<file path="src/tdp_pkg.sv">
// Package with constants for the touch dimmer phase controller
package tdp_pkg;
    localparam int CLK_HZ = 40000000;
    localparam int TICK_NS = 50000;
    localparam int TICK_CYC = (TICK_NS * (CLK_HZ / 1000000)) / 1000;
    localparam int CNT_W = 7;
    localparam logic [6:0] DELAY_MIN = 7'h20;
    localparam logic [6:0] DELAY_MAX = 7'h7f;
    localparam logic [7:0] DELAY_MAX_TICKS = 8'ha0;
    localparam int LEVEL_W = 5;
    localparam logic [4:0] LEVEL_MIN = 5'h00;
    localparam logic [4:0] LEVEL_MAX = 5'h1f;
    localparam int HALF_MS = 10;
    localparam int BRIEF_MS = 80;
    localparam int LONG_MS = 320;
    localparam int BRIEF_HALVES = BRIEF_MS / HALF_MS;
    localparam int LONG_HALVES = LONG_MS / HALF_MS;
    localparam int RAMP_MS = 3800;
    localparam int RAMP_HALVES = (RAMP_MS / HALF_MS) / 32;
    localparam int DUR_W = 6;
    typedef enum logic [1:0] {TDP_CMD_NONE, TDP_CMD_BRIEF, TDP_CMD_LONG} tdp_cmd_t;
endpackage

</file>
<file path="src/tdp_dimmer.sv">
// Phase-angle triac firing controller for a touch dimmer
`timescale 1ns/100ps
module tdp_dimmer (
    input wire logic clk_sys,        // 40 MHz system clock
    input wire logic rst,            // Synchronous active-high reset
    input wire logic up_request,     // Up touch level, high = pressed
    input wire logic down_request,   // Down touch level, high = pressed
    input wire logic remote_request, // Remote switch level, high = pressed
    input wire logic mains_sync,     // Mains polarity, toggles at zero crossings
    input wire logic triac_on,       // High once triac conducts
    output logic trig_n_o,           // Trigger pin drive value (always low)
    output logic trig_n_oe,          // Trigger pin enable, high while sinking
    output logic lamp_on,            // On/off state
    output logic [4:0] level         // Stored brightness level
);
    // Perceptual table: brightness level to preset of the phase counter
    function automatic logic [6:0] level_preset(input logic [4:0] lv);
        logic [6:0] p;
        p = 7'h7f;
        // Coarse steps at the dim end, fine at the bright end; level 31 reaches preset 0
        unique case (lv[4:3])
            2'h0: p = 7'h7f - 7'({lv[2:0], 2'h0}) - 7'({4'h0, lv[2:0]});
            2'h1: p = 7'h59 - 7'({lv[2:0], 2'h0});
            2'h2: p = 7'h38 - 7'({lv[2:0], 2'h0});
            2'h3: p = 7'h15 - 7'({3'h0, lv[2:0], 1'b0}) - 7'({4'h0, lv[2:0]});
        endcase
        return p;
    endfunction

    typedef enum logic [1:0] {TDP_IDLE, TDP_COUNT, TDP_FIRE, TDP_DONE} tdp_phase_t;
    typedef struct packed {
        logic on;
        logic [4:0] lvl;
        logic [6:0] cnt_a;
        logic [6:0] cnt_b;
        logic [7:0] dly;
        tdp_phase_t ph;
        logic sync_d;
        logic [5:0] ramp;
        logic both_seen;
    } tdp_st_t;
    tdp_st_t s_r, s_nxt;

    logic tick;
    logic any_press;
    logic both;
    logic half_tick;
    logic brief_cmd;
    logic long_start;
    logic long_active;
    logic up_eff;
    logic down_eff;

    tdp_tick_gen #(.DIV(tdp_pkg::TICK_CYC)) u_tick (
        .clk_sys(clk_sys),
        .rst(rst),
        .tick(tick)
    );

    // Remote input is a single switch: it acts as both contacts at once
    assign up_eff = up_request | remote_request;
    assign down_eff = down_request | remote_request;
    assign any_press = up_eff | down_eff;
    assign both = up_request & down_request;
    assign half_tick = (mains_sync != s_r.sync_d);

    tdp_press_class u_class (
        .clk_sys(clk_sys),
        .rst(rst),
        .active(any_press),
        .half_tick(half_tick),
        .brief_cmd(brief_cmd),
        .long_start(long_start),
        .long_active(long_active)
    );

    always_comb begin
        s_nxt = s_r;
        s_nxt.sync_d = mains_sync;
        if (!any_press) begin
            s_nxt.both_seen = 1'b0;
        end else if (both) begin
            s_nxt.both_seen = 1'b1;
        end
        // Command handling
        if (brief_cmd) begin
            s_nxt.on = !s_r.on;
        end
        if (long_start && (s_r.both_seen || both)) begin
            s_nxt.on = 1'b1;
        end
        if (long_start && !both && !s_r.both_seen) begin
            s_nxt.on = 1'b1;
        end
        if (long_active && !both && !s_r.both_seen && half_tick) begin
            if (s_r.ramp == 6'(tdp_pkg::RAMP_HALVES - 1)) begin
                s_nxt.ramp = 6'h00;
                // Saturating ramp, one level per step so 32 steps span 3.52 s
                if (up_request && !down_request && s_r.lvl != tdp_pkg::LEVEL_MAX) begin
                    s_nxt.lvl = s_r.lvl + 5'h01;
                end else if (down_request && !up_request && s_r.lvl != tdp_pkg::LEVEL_MIN) begin
                    s_nxt.lvl = s_r.lvl - 5'h01;
                end
            end else begin
                s_nxt.ramp = s_r.ramp + 6'h01;
            end
        end else if (!long_active) begin
            s_nxt.ramp = 6'h00;
        end
        // Phase control: counter A preset from level, B from zero; both run on the tick
        unique case (s_r.ph)
            TDP_IDLE: begin
            end
            TDP_COUNT: begin
                if (tick) begin
                    s_nxt.cnt_a = s_r.cnt_a + 7'h01;
                    s_nxt.cnt_b = s_r.cnt_b + 7'h01;
                    s_nxt.dly = s_r.dly + 8'h01;
                    // Fire when DELAY_MIN plus the spacing between presets has been counted out, or at DELAY_MAX_TICKS
                    if (s_r.dly + 8'h01 >= {1'b0, tdp_pkg::DELAY_MIN} + {1'b0, 7'(s_r.cnt_a - s_r.cnt_b)}
                        || s_r.dly + 8'h01 >= tdp_pkg::DELAY_MAX_TICKS) begin
                        s_nxt.ph = TDP_FIRE;
                    end
                end
            end
            TDP_FIRE: begin
                if (tick || triac_on) begin
                    s_nxt.ph = TDP_DONE;
                end
            end
            TDP_DONE: begin
            end
        endcase
        if (half_tick) begin
            s_nxt.cnt_a = level_preset(s_r.lvl);
            // Reference counter starts at zero, so the spacing equals the level preset
            s_nxt.cnt_b = 7'h00;
            s_nxt.dly = 8'h00;
            s_nxt.ph = (s_r.on || s_nxt.on) ? TDP_COUNT : TDP_IDLE;
        end
        if (!s_nxt.on && s_nxt.ph != TDP_IDLE) begin
            s_nxt.ph = TDP_IDLE;
        end
    end

    always_ff @(posedge clk_sys) begin
        if (rst) begin
            s_r <= '0;
        end else begin
            s_r <= s_nxt;
        end
    end

    assign trig_n_o = 1'b0;
    assign trig_n_oe = (s_r.ph == TDP_FIRE) && !triac_on;
    assign lamp_on = s_r.on;
    assign level = s_r.lvl;
endmodule // tdp_dimmer

</file>
<file path="src/tdp_press_class.sv">
// Press duration classifier counting mains half cycles
`timescale 1ns/100ps
module tdp_press_class (
    input wire logic clk_sys,     // System clock
    input wire logic rst,         // Synchronous reset
    input wire logic active,      // Combined press level
    input wire logic half_tick,   // One pulse per mains half cycle
    output logic brief_cmd,       // Pulse on release of a brief press
    output logic long_start,      // Pulse when a press becomes long
    output logic long_active      // Level while a long press lasts
);
    typedef struct packed {
        logic [5:0] dur;
        logic is_long;
    } tdp_pc_st_t;
    tdp_pc_st_t s_r, s_nxt;

    always_comb begin
        s_nxt = s_r;
        brief_cmd = 1'b0;
        long_start = 1'b0;
        if (!active) begin
            // Under 80 ms is ignored; released 80..320 ms is brief
            if (!s_r.is_long && s_r.dur >= 6'(tdp_pkg::BRIEF_HALVES)) begin
                brief_cmd = 1'b1;
            end
            s_nxt.dur = 6'h00;
            s_nxt.is_long = 1'b0;
        end else if (half_tick && !s_r.is_long) begin
            s_nxt.dur = s_r.dur + 6'h01;
            if (s_nxt.dur >= 6'(tdp_pkg::LONG_HALVES)) begin
                s_nxt.is_long = 1'b1;
                long_start = 1'b1;
            end
        end
    end

    always_ff @(posedge clk_sys) begin
        if (rst) begin
            s_r <= '0;
        end else begin
            s_r <= s_nxt;
        end
    end

    assign long_active = s_r.is_long;
endmodule // tdp_press_class

</file>
<file path="src/tdp_tick_gen.sv">
// Internal timing tick generator, one pulse per 50 us
`timescale 1ns/100ps
module tdp_tick_gen #(
    parameter int DIV = tdp_pkg::TICK_CYC
) (
    input wire logic clk_sys, // System clock
    input wire logic rst,     // Synchronous reset
    output logic tick         // One-cycle tick pulse
);
    typedef struct packed {
        logic [15:0] cnt;
    } tdp_tick_st_t;
    tdp_tick_st_t s_r, s_nxt;

    always_comb begin
        s_nxt = s_r;
        if (s_r.cnt == 16'(DIV - 1)) begin
            s_nxt.cnt = 16'h0000;
        end else begin
            s_nxt.cnt = s_r.cnt + 16'h0001;
        end
    end

    always_ff @(posedge clk_sys) begin
        if (rst) begin
            s_r <= '0;
        end else begin
            s_r <= s_nxt;
        end
    end

    assign tick = (s_r.cnt == 16'(DIV - 1));
endmodule // tdp_tick_gen

</file>
<file path="config.mk">
export PLATFORM = sky130hd
export DESIGN_NAME = tdp_dimmer
export DESIGN_NICKNAME = d
export VERILOG_FILES = /design/src/tdp_pkg.sv /design/src/tdp_dimmer.sv /design/src/tdp_press_class.sv /design/src/tdp_tick_gen.sv
export SDC_FILE = /design/constraint.sdc
export NUM_CORES = 1
export LEC_CHECK = 0
export BUFFER_PORTS_ARGS = -buffer_cell sky130_fd_sc_hd__buf_2
export CAP_MARGIN = 40
export CORE_MARGIN = 2
export CORE_UTILIZATION = 57
export CTS_CLUSTER_DIAMETER = 60
export CTS_CLUSTER_SIZE = 10
export DETAILED_ROUTE_END_ITERATION = 8
export PLACE_DENSITY_LB_ADDON = 0.1
export SYNTH_ARGS = -nofsm -noshare
export SYNTH_HDL_FRONTEND = slang
export SYNTH_SLANG_ARGS = --single-unit
</file>
<file path="constraint.sdc">
create_clock -name clk_sys -period 10.3 [get_ports clk_sys]
set_input_delay 1.03 -clock clk_sys [delete_from_list [all_inputs] [get_ports clk_sys]]
set_output_delay 1.03 -clock clk_sys [all_outputs]
set_load 0.05 [all_outputs]
</file>
=== Word-level counts from Yosys, hierarchy flattened ===
Cells that the tools add are included.
Widths: inputs -> output; s select.

* RAM bits: 0
* Bits in registers: 61
* Memories: 0
* Latch bits: 0
* Output and inout bits: 8
* Bits in read-only memories: 0

* Divide/modulo/power cells: 0
* Eq/ne operators: 10
* Muxes and demuxes: 21
* $lt $le $gt $ge: 4
* Multiply operators: 0
* Reduce and logical (&&, ||, !) cells: 40
* Add/sub/neg operators: 16
* Bitwise logic cells: 5
* Shifts and indexed selects: 0

{| class="wikitable"
|+ Operator list
! kind !! number
|-
| $mux 24 || 2
|-
| $pmux 7 s4 || 1
|-
| $mux 22 || 1
|-
| $mux 6 || 3
|-
| $add 16x1->16 const B || 1
|-
| $eq 16x11->1 const B || 1
|-
| $add 7x1->7 const B || 2
|-
| $logic_and 1x1->1 || 14
|-
| $add 6x1->6 const B || 2
|-
| $mux 5 || 2
|-
| $mux 1 || 9
|-
| $add 6x7->8 const A || 1
|-
| $add 8x1->8 const B || 1
|-
| $ge 8x8->1 || 1
|-
| $ge 8x8->1 const B || 1
|-
| $logic_not 1->1 || 8
|-
| $reduce_bool 2->1 || 4
|-
| $reduce_or 2->1 || 4
|-
| $sub 1x6->7 const A || 1
|-
| $sub 6x4->7 || 1
|-
| $sub 6x5->7 const A || 1
|-
| $sub 7x3->7 || 1
|-
| $sub 7x5->7 const A || 1
|-
| $sub 7x7->7 || 1
|-
| other kinds (21) || 32
|}

=== Longest topological paths before layout ===
Gate-level depths: netlist of run 1.

* Depth in word-level cells: 14
* Depth in mapped cells: 16
* Gate-level depth less buffers: 16

=== Cells and area by module ===
A second synthesis of run 1 with hierarchy kept.

* Cells, all modules: 473
* Area, all modules: 4011.3 µm²

{| class="wikitable"
|+ Modules (own cells, without submodules)
! module !! seq. area each (µm²) !! cells an instance !! area an instance (µm²) !! times used
|-
| tdp_dimmer || 760.7 || 348 || 2897.8 || 1
|-
| tdp_tick_gen || 320.3 || 80 || 728.2 || 1
|-
| tdp_press_class || 140.1 || 45 || 385.4 || 1
|}

=== Least setup slack after synthesis of run 1 ===
OpenSTA, ideal clock, no wires.

* Kind: register to register
* Start: reg s_r[19] (netlist name)
* End: reg s_r[9] (netlist name)
* Arrival time: 3.207 ns
* Slack: 6.974 ns
* Stages on the path, launching flop included: 15
* Clock period less this slack: 3.326 ns
* Cell sequence: dfxtp_1 inv_1 ha_1 nor2b_1 o21ai_0 a21boi_0 or4b_2 o311ai_0 ha_1 inv_1 ha_1 a21o_1 a221oi_1 a31oi_1 o31a_1

* Word-level cells in the longest chain between the ends: 11

{| class="wikitable"
|+ RTL lines
! element !! RTL line !! text
|-
| start: declaration || tdp_dimmer.sv:42 || <nowiki>tdp_st_t s_r, s_nxt;</nowiki>
|-
| start signal: assignment || tdp_dimmer.sv:150 || <nowiki>s_r <= s_nxt;</nowiki>
|-
| $sub 7x7->7 * || tdp_dimmer.sv:120 || <nowiki>if (s_r.dly + 8'h01 >= {1'b0, tdp_pkg::DELAY_MIN} + {1'b0, 7'(s_r.cnt_a - s_r.cnt_b)}</nowiki>
|-
| $add 6x7->8 * || tdp_dimmer.sv:120 ||
|-
| $ge 8x8->1 * || tdp_dimmer.sv:120 ||
|-
| $logic_or 1x1->1 * || tdp_dimmer.sv:121 || <nowiki>|| s_r.dly + 8'h01 >= tdp_pkg::DELAY_MAX_TICKS) begin</nowiki>
|-
| $mux 2 * || tdp_dimmer.sv:120 ||
|-
| $mux 24 * || tdp_dimmer.sv:115 || <nowiki>if (tick) begin</nowiki>
|-
| $pmux 2 s2 * || tdp_dimmer.sv:111 || <nowiki>unique case (s_r.ph)</nowiki>
|-
| $mux 24 * || tdp_dimmer.sv:134 || <nowiki>if (half_tick) begin</nowiki>
|-
| $reduce_bool 2->1 || tdp_dimmer.sv:141 || <nowiki>if (!s_nxt.on && s_nxt.ph != TDP_IDLE) begin</nowiki>
|-
| $logic_and 1x1->1 || tdp_dimmer.sv:141 ||
|-
| $reduce_or 2->1 (no line) || n/a ||
|}

Mark *: on every way between the ends. The rest lies on a longest branch, timed or not. The select of a mux whose other input is x is not followed.
A chain may end at the register's enable or synchronous reset.

=== Final worst setup path of run 1 ===
Ends and elaborated chain as after synthesis.

==> results.toml, run 1 <==
[setup_path]
arrival_ns = 3.85
rrSetupSlack_ns = 6.69
worstSetupPathType = "reg2reg"
r2r_cells = 14
r2r_end = "s_r[9]"
required_ns = 10.53
rr_startpoint = "s_r[19]"
crit_fanout = 4
cp-end-kind = "register"
worst_setup_path_start_kind = "register"

[floorplanning]
rows = 30
ioPinCount = 15
core-area_mm2 = 0.006832
start_util = 0.5941
die-area_mm2 = 0.007812
die_width_um = 88.39
die_h_um = 88.39

[yosys]
netlist_area_mm2 = 0.004059
synth_nets = 535
yosys_warnings = 0
ys_top_cells_by_area = "dfxtp_1, ha_1, xnor2_1, nor2_1, inv_1"
synth_top_area_frac = 0.3009
yosys-top-cells-count = "dfxtp_1, nor2_1, xnor2_1"
syn_avg_cell_area_um2 = 8.334
synthesis.instances = 487
synth.yosys.seq_area_share = 0.3009
synthArstFlopShare = 0
synth_edf_count = 0
synth.most_common_cell = "dfxtp_1"
synthFlopType = "dfxtp_1"
synth_seq_cells = 61
yosys.area.top_type = "dfxtp_1"
synth.distinct_cells = 61

[sta]
skew_ns = 0.01114
fmax_mhz = 276.7
setup_tns_ns = 0
worstMarginPinSlew_ns = 0.8890
setup_ws_ns = 6.686
setup_viol_count_final = 0
fin_crit_ns = 3.614
relSlewSlack = 0.4029
finalHoldViolCount = 0
rsz0062_at_grt = "no"
period_share = 0.3509
final_max_slew_viol_count = 0

[route]
drtAntennaViolNets = 0
vias_per_cell = 5.639
wl_um = 8111
drtIter0Drc = 152
wl_per_cell_um = 13.79
drc = 0
first_pass_iters = 4
vias = 3316

[power_and_ir_drop]
p_int_mw = 0.3999
power_density_mw_per_mm2 = 123.4
combPwrFrac = 0.101
switching_share = 0.2548
power_mw = 0.5367
vdd_ir_drop_max_mv = 0.08085
clockPowerShare = 0.437
share_seq_of_total_power = 0.462
cellLeakagePower_nw = 1.597
p_sw_mw = 0.1368

[cts]
htree_num_levels = 3
ctsRootBufferMaster = "clkbuf_8"
cts.repair.resized = 0
postCtsSetupRepairBufs = 0
cts_sinks = 61
cts_tree = "done"
clockBufferDepth = 2
numCtsBuffers = 9
clk_pin_slew_ns = 0.08
cts_hold_buf = 0
clk_latency_ns = 0.34

[final_layout]
fin_util = 0.6364
antenna-diode-count = 0
areaGrowthSynthToFinish_pct = 7.121
nNetsFinal = 535
drive_above_1_share = 0.08537
nFillCells = 619
multi_input_area_mm2 = 0.002587
regArea_mm2 = 0.001221

[placed_design]
pre_cts_ws_ns = 6.713
port_buffers = 13
globalplace.congestion = 0.8745
hpwl_um = 5854

[global_route]
antenna_found_initial = 0
grt_max_degree = 28
grt-ovfl-total = 0
grt_pass1_wl_um = 14240
grtUsageTotal = 0.2303
grt_pass1_vias = 3057

[worst_hold_path]
min_from = "u_tick.s_r[0]"
whs_endpoint = "u_tick.s_r[0]"
hold_class = "reg2reg"
hold_depth = 1

[run_status]
status = "finished, final reports clean"

[run]
cap_violations = 0
## state kept, by name, indices dropped and copies added, names as in the netlist
signal / cells
lamp_on: 1
level: 5
s_r: 32
u_class.long_active: 1
u_class.s_r: 6
u_tick.s_r: 16
## per-layer routing
| metal | track usage | wire length [um] | up-vias |
|---|---|---|---|
| li1 | - | - | 1707 |
| met1 | 0.3114 | 4012 | 1557 |
| met2 | 0.3759 | 3782 | 45 |
| met3 | 0.05877 | 247 | 7 |
| met4 | 0.04545 | 68 | 0 |
| met5 | 0 | 0 | - |
## power by group through the flow
stage                     logic (mW)  registers [mW]  clock network [mW]
after CTS                     0.0549           0.247               0.241
after global placement        0.0533           0.253                   0
final                         0.0544           0.248               0.235
after detailed placement      0.0546           0.253                   0
after floorplan               0.0429           0.252                   0
after global routing          0.0631           0.249               0.250
## cells in the final DEF (no fill, tap or decap), drive strengths merged, types with 4 or more instances in the layout
cell type / Yosys / routed
dfxtp: 61 / 61
nor2: 55 / 55
xnor2: 40 / 40
ha: 37 / 37
inv: 35 / 35
nand2: 29 / 29
a21oi: 26 / 26
nand3: 26 / 26
xor2: 15 / 15
buf: 9 / 14
nor3: 13 / 13
nand4: 11 / 11
nor4: 11 / 11
o21ai: 10 / 10
clkbuf: 16 / 10
and3: 9 / 9
a211oi: 6 / 6
or3: 5 / 5
a21o: 5 / 5
nand2b: 5 / 5
nor3b: 4 / 4
a311oi: 4 / 4
fa: 4 / 4
and4: 4 / 4
clkinv: 0 / 4
## kinds of logic (layout without fill, tap and decap cells)
| kind of cell | Yosys count | count (layout) | share of synthesized area |
|---|---|---|---|
| simple gates | 190 | 190 | 0.2491 |
| other cells | 1 | 1 | 0.0009239 |
| mux | 3 | 3 | 0.007399 |
| buf+inv | 60 | 65 | 0.06165 |
| flops | 61 | 61 | 0.3009 |
| fa+ha+maj | 41 | 41 | 0.1338 |
| compound gates | 76 | 76 | 0.1276 |
| xor+xnor | 55 | 55 | 0.1187 |
## worst max-delay path: stages, from the launching register on
cell      delay (ns)
dfxtp_1         0.37
inv_1           0.09
ha_1            0.28
nor2b_1         0.12
o21ai_0         0.19
a21boi_0        0.14
or4b_2          0.61
o311ai_0        0.19
ha_1            0.33
inv_1           0.06
ha_1            0.23
a21o_1          0.18
a221oi_1        0.30
a31oi_1         0.15
o31a_1          0.26
## worst max-delay path by stage
stage,start,end,slack (ns),depth (start not counted)
3_5_place_dp,s_r[19],s_r[9],6.71,14
2_1_floorplan,s_r[19],s_r[9],6.97,14
6_report,s_r[19],s_r[9],6.69,14
4_1_cts,s_r[19],s_r[9],6.70,14
3_3_place_gp,s_r[19],s_r[9],6.80,14
5_1_grt,s_r[19],s_r[9],6.43,14
## metrics by stage
stage	instance area, um^2	instances	hold slack [ns]
3_3_place_gp	4133	572	0.4248
2_1_floorplan	4059	487	0.4132
4_1_cts	4348	588	0.4452
5_1_grt	4348	588	0.4680
3_5_place_dp	4133	572	0.4341
6_report	4348	588	0.4436
## cell type report
| class | instances | share of cell area |
|---|---|---|
| Sequential cell | 61 | 0.2809 |
| Multi-Input combinational cell | 366 | 0.5951 |
| Clock inverter | 6 | 0.02014 |
| Timing Repair Buffer | 14 | 0.01669 |
| Inverter | 35 | 0.03022 |
| Clock buffer | 10 | 0.02935 |
| Tap cell | 96 | 0.02763 |
Power figures use the tool's default switching activity.
==> run 2: changes to the inputs <==
--- a/config.mk
+++ b/config.mk
@@ -8,7 +8,7 @@
 export BUFFER_PORTS_ARGS = -buffer_cell sky130_fd_sc_hd__buf_2
 export CAP_MARGIN = 40
 export CORE_MARGIN = 2
-export CORE_UTILIZATION = 57
+export CORE_UTILIZATION = 56
 export CTS_CLUSTER_DIAMETER = 60
 export CTS_CLUSTER_SIZE = 10
 export DETAILED_ROUTE_END_ITERATION = 8
==> constraint.sdc (replaced) <==
create_clock -name clk_sys -period 3.1 [get_ports clk_sys]
set_input_delay 0.31 -clock clk_sys [delete_from_list [all_inputs] [get_ports clk_sys]]
set_output_delay 0.31 -clock clk_sys [all_outputs]
set_load 0.05 [all_outputs]
==> run 2 against run 1 <==
  * First-iteration DRC count down 20%
  * Cell count up 4.6%
  * Sequential power rose to 3.3 times the previous value
  * Hold slack worse by 0.22 ns
  * Global-route usage up 0.70 points
  * Wire length up 3.6%
  * Sequential share of layout area down 1.5 points
  * Final area up 6.2%
  * Clock-buffer cell count up 1
  * Combinational power rose to 4.5 times the previous value
  * Maximum frequency up 18%
  * Non-clock buffer count up 25
  * Critical endpoint unchanged
==> results.toml, run 2 (same netlist as run 1, synthesis figures left out) <==
[placed_design]
port_buffers = 13
hpwl_um = 5949
placed_cells = 592
globalplace.congestion = 0.9427

[final_layout]
areaGrowthSynthToFinish_pct = 13.72
nFillCells = 645
nNetsFinal = 560
largest_register_ffs = 32
layout_commonest_cell = "dfxtp_1"
final_cells = 615
regMostFlops = "s_r"
top_regs = "s_r: 32 flops, u_tick.s_r: 16 flops, u_class.s_r: 6 flops"
antenna-diode-count = 0
drive_above_1_share = 0.1628
final_cell_mix = "dfxtp_1, nor2_1, xnor2_1"

[cts]
clk_latency_ns = 0.35
numCtsBuffers = 9
cts_hold_buf = 0
clk_pin_slew_ns = 0.07
htree_num_levels = 3
cts_sinks = 61
cts_tree = "done"
clockBufferDepth = 2
ctsRootBufferMaster = "clkbuf_8"

[setup_path]
arrival_ns = 3.31
worst_setup_path_start_kind = "register"
worstSetupPathType = "reg2reg"
crit_fanout = 3
required_ns = 3.34
cp-end-kind = "register"

[power_and_ir_drop]
p_int_mw = 1.324
power_density_mw_per_mm2 = 387.7
share_seq_of_total_power = 0.458
combPwrFrac = 0.137
p_sw_mw = 0.4654
switching_share = 0.2601
vdd_ir_drop_max_mv = 0.4070
clockPowerShare = 0.404
cellLeakagePower_nw = 1.726

[global_route]
grt-ovfl-total = 0
grt_pass1_wl_um = 14680
grtUsageTotal = 0.2372
grt_pass1_vias = 3158
grt_max_degree = 28
antenna_found_initial = 0

[sta]
skew_ns = 0.006941
setup_tns_ns = 0
rsz0062_at_grt = "yes"
relSlewSlack = 0.5750
period_share = 0.9920
setup_viol_count_final = 0
final_max_slew_viol_count = 0
fin_crit_ns = 3.075
fmax_mhz = 325.2
finalHoldViolCount = 0
worstMarginPinSlew_ns = 0.6363

[floorplanning]
rows = 31
die-area_mm2 = 0.007945
die_h_um = 89.14
die_width_um = 89.14
start_util = 0.5687
core-area_mm2 = 0.007137
ioPinCount = 15

[worst_hold_path]
hold_class = "in2reg"

[route]
vias = 3363
first_pass_iters = 4
wl_per_cell_um = 13.66
drc = 0
drtIter0Drc = 122
wl_um = 8403
vias_per_cell = 5.468
drtAntennaViolNets = 0

[run_status]
status = "finished, final reports clean"

[run]
cap_violations = 0
==> run 2: changes by cell type in the layout (fill, tap and decap cells not counted), moves of 3 or more <==
| cell | previous run | this run |
|---|---|---|
| inv_2 | 0 | 3 |
| dfxtp_2 | 0 | 3 |
| ha_1 | 37 | 34 |
| dfxtp_1 | 61 | 57 |
| buf_4 | 1 | 25 |
| ha_4 | 0 | 3 |
| inv_1 | 35 | 31 |
==> run 2: power groups by stage <==
stage / clock network, mW / registers (mW) / logic (mW)
floorplan: 0 / 0.837 / 0.149
global placement: 0 / 0.836 / 0.202
detailed placement: 0 / 0.837 / 0.207
CTS: 0.739 / 0.819 / 0.238
global route: 0.772 / 0.823 / 0.278
finish: 0.723 / 0.820 / 0.246
==> run 2: through the flow <==
step	setup slack [ns]	util	total power, mW	hold WS [ns]	area [um^2]
finish	0.02479	0.6467	1.789	0.2269	4616
CTS	-0.001403	0.6410	1.797	0.2277	4574
global route	-0.1098	0.6467	1.873	0.2463	4616
floorplan	0.001263	-	0.9864	0.4132	4078
detailed placement	-0.1145	0.6001	1.044	0.4492	4283
global placement	-0.02026	0.6001	1.038	0.4270	4283
==> run 2: worst paths after layout <==
path,slack (ns),cells past startpoint,to,from
worst max-delay path,0.02,12,s_r[9],s_r[21]
worst max register to register,0.02,12,s_r[9],s_r[21]
worst min register to register,0.45,1,u_tick.s_r[0],u_tick.s_r[0]
worst min-delay path,0.23,2,s_r[7],mains_sync
==> run 2: cell type report <==
cell class / instances / area, um^2 / share of cell area
Multi-Input combinational cell: 366 / 2666 / 0.5777
Sequential cell: 61 / 1229 / 0.2662
Timing Repair Buffer: 39 / 264.0 / 0.05720
Clock buffer: 11 / 151.4 / 0.03280
Inverter: 35 / 133.9 / 0.02901
Tap cell: 99 / 123.9 / 0.02684
Clock inverter: 4 / 47.55 / 0.01030
==> run 2: worst max-delay path: stages (launching register included) <==
cell      delay, ns
dfxtp_1        0.36
inv_1          0.10
ha_1           0.36
a21boi_2       0.18
or4b_4         0.53
o311ai_4       0.11
ha_1           0.28
inv_2          0.07
ha_4           0.20
a21o_1         0.16
a221oi_2       0.26
a31oi_1        0.12
o31a_1         0.25
==> run 2: repair_timing <==
item | CTS | global route
pin swaps | 13 | 10
setup buffers | 6 | 2
gates resized for setup | 9 | 9
endpoints found under the setup margin | 2 | 2
endpoints found under the hold margin | 0 | 0
==> run 2: per-layer routing <==
layer  GRT usage  vias to the layer above  part of all wire
met5           0                        -                 0
met4     0.09905                        0             0.019
met3     0.03878                       12             0.034
met2      0.3865                       57              0.46
met1      0.3123                     1545              0.49
li1            -                     1749                 -
==> run 3: changes to the inputs <==
--- a/config.mk
+++ b/config.mk
@@ -5,10 +5,12 @@
 export SDC_FILE = /design/constraint.sdc
 export NUM_CORES = 1
 export LEC_CHECK = 0
+export ABC_CLOCK_PERIOD_IN_PS = 3100
 export BUFFER_PORTS_ARGS = -buffer_cell sky130_fd_sc_hd__buf_2
 export CAP_MARGIN = 40
 export CORE_MARGIN = 2
-export CORE_UTILIZATION = 56
+export CORE_UTILIZATION = 57
+export CTS_BUF_LIST = sky130_fd_sc_hd__clkbuf_2
 export CTS_CLUSTER_DIAMETER = 60
 export CTS_CLUSTER_SIZE = 10
 export DETAILED_ROUTE_END_ITERATION = 8
==> run 3 against run 2 <==
  * The run now ends with negative setup slack left
  * Register-to-register slack worse by 0.05 ns
  * First-iteration DRC count up 44%
  * Die area down 1.7%
  * Cell count down 0.81%
  * Clock power down 28%
  * Wire length down 0.12%
  * Setup slack worse by 0.051 ns
  * Final area down 3.1%
  * Non-clock buffer count down 3
  * Total power down 12%
  * Core utilization up 0.82 points
  * Maximum frequency down 1.6%
  * Critical endpoint unchanged
  * Largest cell class unchanged
==> results.toml, run 3 (same netlist as run 1, synthesis figures left out) <==
[setup_path]
worstSetupPathType = "reg2reg"
crit_fanout = 2
rr_startpoint = "s_r[19]"
worst_setup_path_start_kind = "register"
r2r_cells = 14
rrSetupSlack_ns = -0.03
required_ns = 3.53
arrival_ns = 3.55
r2r_end = "s_r[9]"
cp-end-kind = "register"

[run_status]
status = "finished with violations"
violations = "negative setup slack"

[sta]
finalHoldViolCount = 0
fin_crit_ns = 3.126
fmax_mhz = 319.9
setup_ws_ns = -0.02579
worstMarginPinSlew_ns = 0.6277
relSlewSlack = 0.5816
rsz0062_at_grt = "yes"
skew_ns = 0.02563
final_max_slew_viol_count = 0
period_share = 1.008
setup_viol_count_final = 1

[final_layout]
final_cell_mix = "dfxtp_1, nor2_1, xnor2_1"
antenna-diode-count = 0
regMostFlops = "s_r"
nNetsFinal = 557
nFillCells = 621
fin_util = 0.6549
final_cells = 610
areaGrowthSynthToFinish_pct = 10.23
top_regs = "s_r: 32 flops, u_tick.s_r: 16 flops, u_class.s_r: 6 flops"
largest_register_ffs = 32
drive_above_1_share = 0.1498
layout_commonest_cell = "dfxtp_1"

[cts]
clk_latency_ns = 0.53
ctsRootBufferMaster = "clkbuf_2"
numCtsBuffers = 9
cts_sinks = 61
clk_pin_slew_ns = 0.21
htree_num_levels = 3
clockBufferDepth = 2
cts_tree = "done"

[worst_hold_path]
hold_depth = 3
hold_class = "in2reg"
min_from = "down_request"
whs_endpoint = "s_r[0]"

[route]
drtIter0Drc = 176
first_pass_iters = 4
drc = 0
wl_um = 8393
drtAntennaViolNets = 0
vias_per_cell = 5.600
wl_per_cell_um = 13.76
vias = 3416

[global_route]
grt_pass1_vias = 3144
grt-ovfl-total = 0
grt_pass1_wl_um = 14480
antenna_found_initial = 0
grt_max_degree = 28
grtUsageTotal = 0.2381

[floorplanning]
core-area_mm2 = 0.006832
die_width_um = 88.39
die_h_um = 88.39
rows = 30
ioPinCount = 15
die-area_mm2 = 0.007812
start_util = 0.5941

[power_and_ir_drop]
power_density_mw_per_mm2 = 351.5
cellLeakagePower_nw = 1.670
vdd_ir_drop_max_mv = 0.2496

[run]
cap_violations = 0

[placed_design]
placed_cells = 588
globalplace.congestion = 0.8960
hpwl_um = 6064
port_buffers = 13
run 3: worst max-delay path by stage:
stage	slack (ns)	startpoint	to	depth (start not counted)
5_1_grt	-0.18	s_r[25]	s_r[9]	16
4_1_cts	0.0006	s_r[19]	s_r[9]	14
3_5_place_dp	-0.12	s_r[18]	s_r[9]	15
2_1_floorplan	0.001	s_r[18]	s_r[9]	15
6_report	-0.03	s_r[19]	s_r[9]	14
3_3_place_gp	-0.005	s_r[25]	s_r[9]	16
run 3: stage by stage:
| stage | hold WS (ns) | setup slack, ns | total power, mW | setup TNS, ns | area [um^2] |
|---|---|---|---|---|---|
| global route | 0.04022 | -0.1770 | 1.648 | -0.3228 | 4474 |
| floorplan | 0.4132 | 0.001263 | 0.9864 | 0 | 4078 |
| global placement | 0.4238 | -0.005435 | 1.038 | -0.005435 | 4272 |
| detailed placement | 0.4360 | -0.1222 | 1.045 | -0.1222 | 4272 |
| CTS | 0.03405 | 0.0005889 | 1.585 | 0 | 4466 |
| finish | 0.07347 | -0.02579 | 1.573 | -0.02579 | 4474 |
run 3: critical path, cell delays in order (launching register included):
cell and delay [ns]:
dfxtp_2 0.37, inv_2 0.04, ha_1 0.27, nor2b_1 0.13, o21ai_1 0.16, a21boi_1 0.11
or4b_4 0.49, o311ai_2 0.11, ha_1 0.29, inv_2 0.07, ha_4 0.19, a21o_1 0.17
a221oi_2 0.27, a31oi_1 0.12, o31a_1 0.25
run 3: layer usage:
metal	routed length [um]	track usage	vias to the layer above
li1	-	-	1743
met1	4074	0.3169	1608
met2	3956	0.3869	57
met3	270	0.05037	8
met4	91	0.07851	0
met5	0	0	-
run 3: power by group:
group / total (mW) / switching [mW] / internal (mW)
Clock: 0.524 / 0.336 / 0.188
Combinational: 0.227 / 0.124 / 0.102
Sequential: 0.822 / 0.0174 / 0.804
run 3: area by class of cell:
type | instances | area [um^2] | area share
sequential | 61 | 1226 | 0.2741
tap | 96 | 120.1 | 0.02685
clock inverter | 7 | 75.07 | 0.01678
inverter | 35 | 131.4 | 0.02936
timing repair buffer | 36 | 240.2 | 0.05369
multi-input combinational | 366 | 2636 | 0.5892
clock buffer | 9 | 45.04 | 0.01007
run 3: timing repair:
item / CTS / global route
cloned: 0 / 0
resized for setup: 10 / 1
pin swaps: 12 / 8
setup endpoints to repair: 2 / 2
buffers inserted: 4 / 1
hold buffers: 1 / 0
hold endpoints to repair: 1 / 0
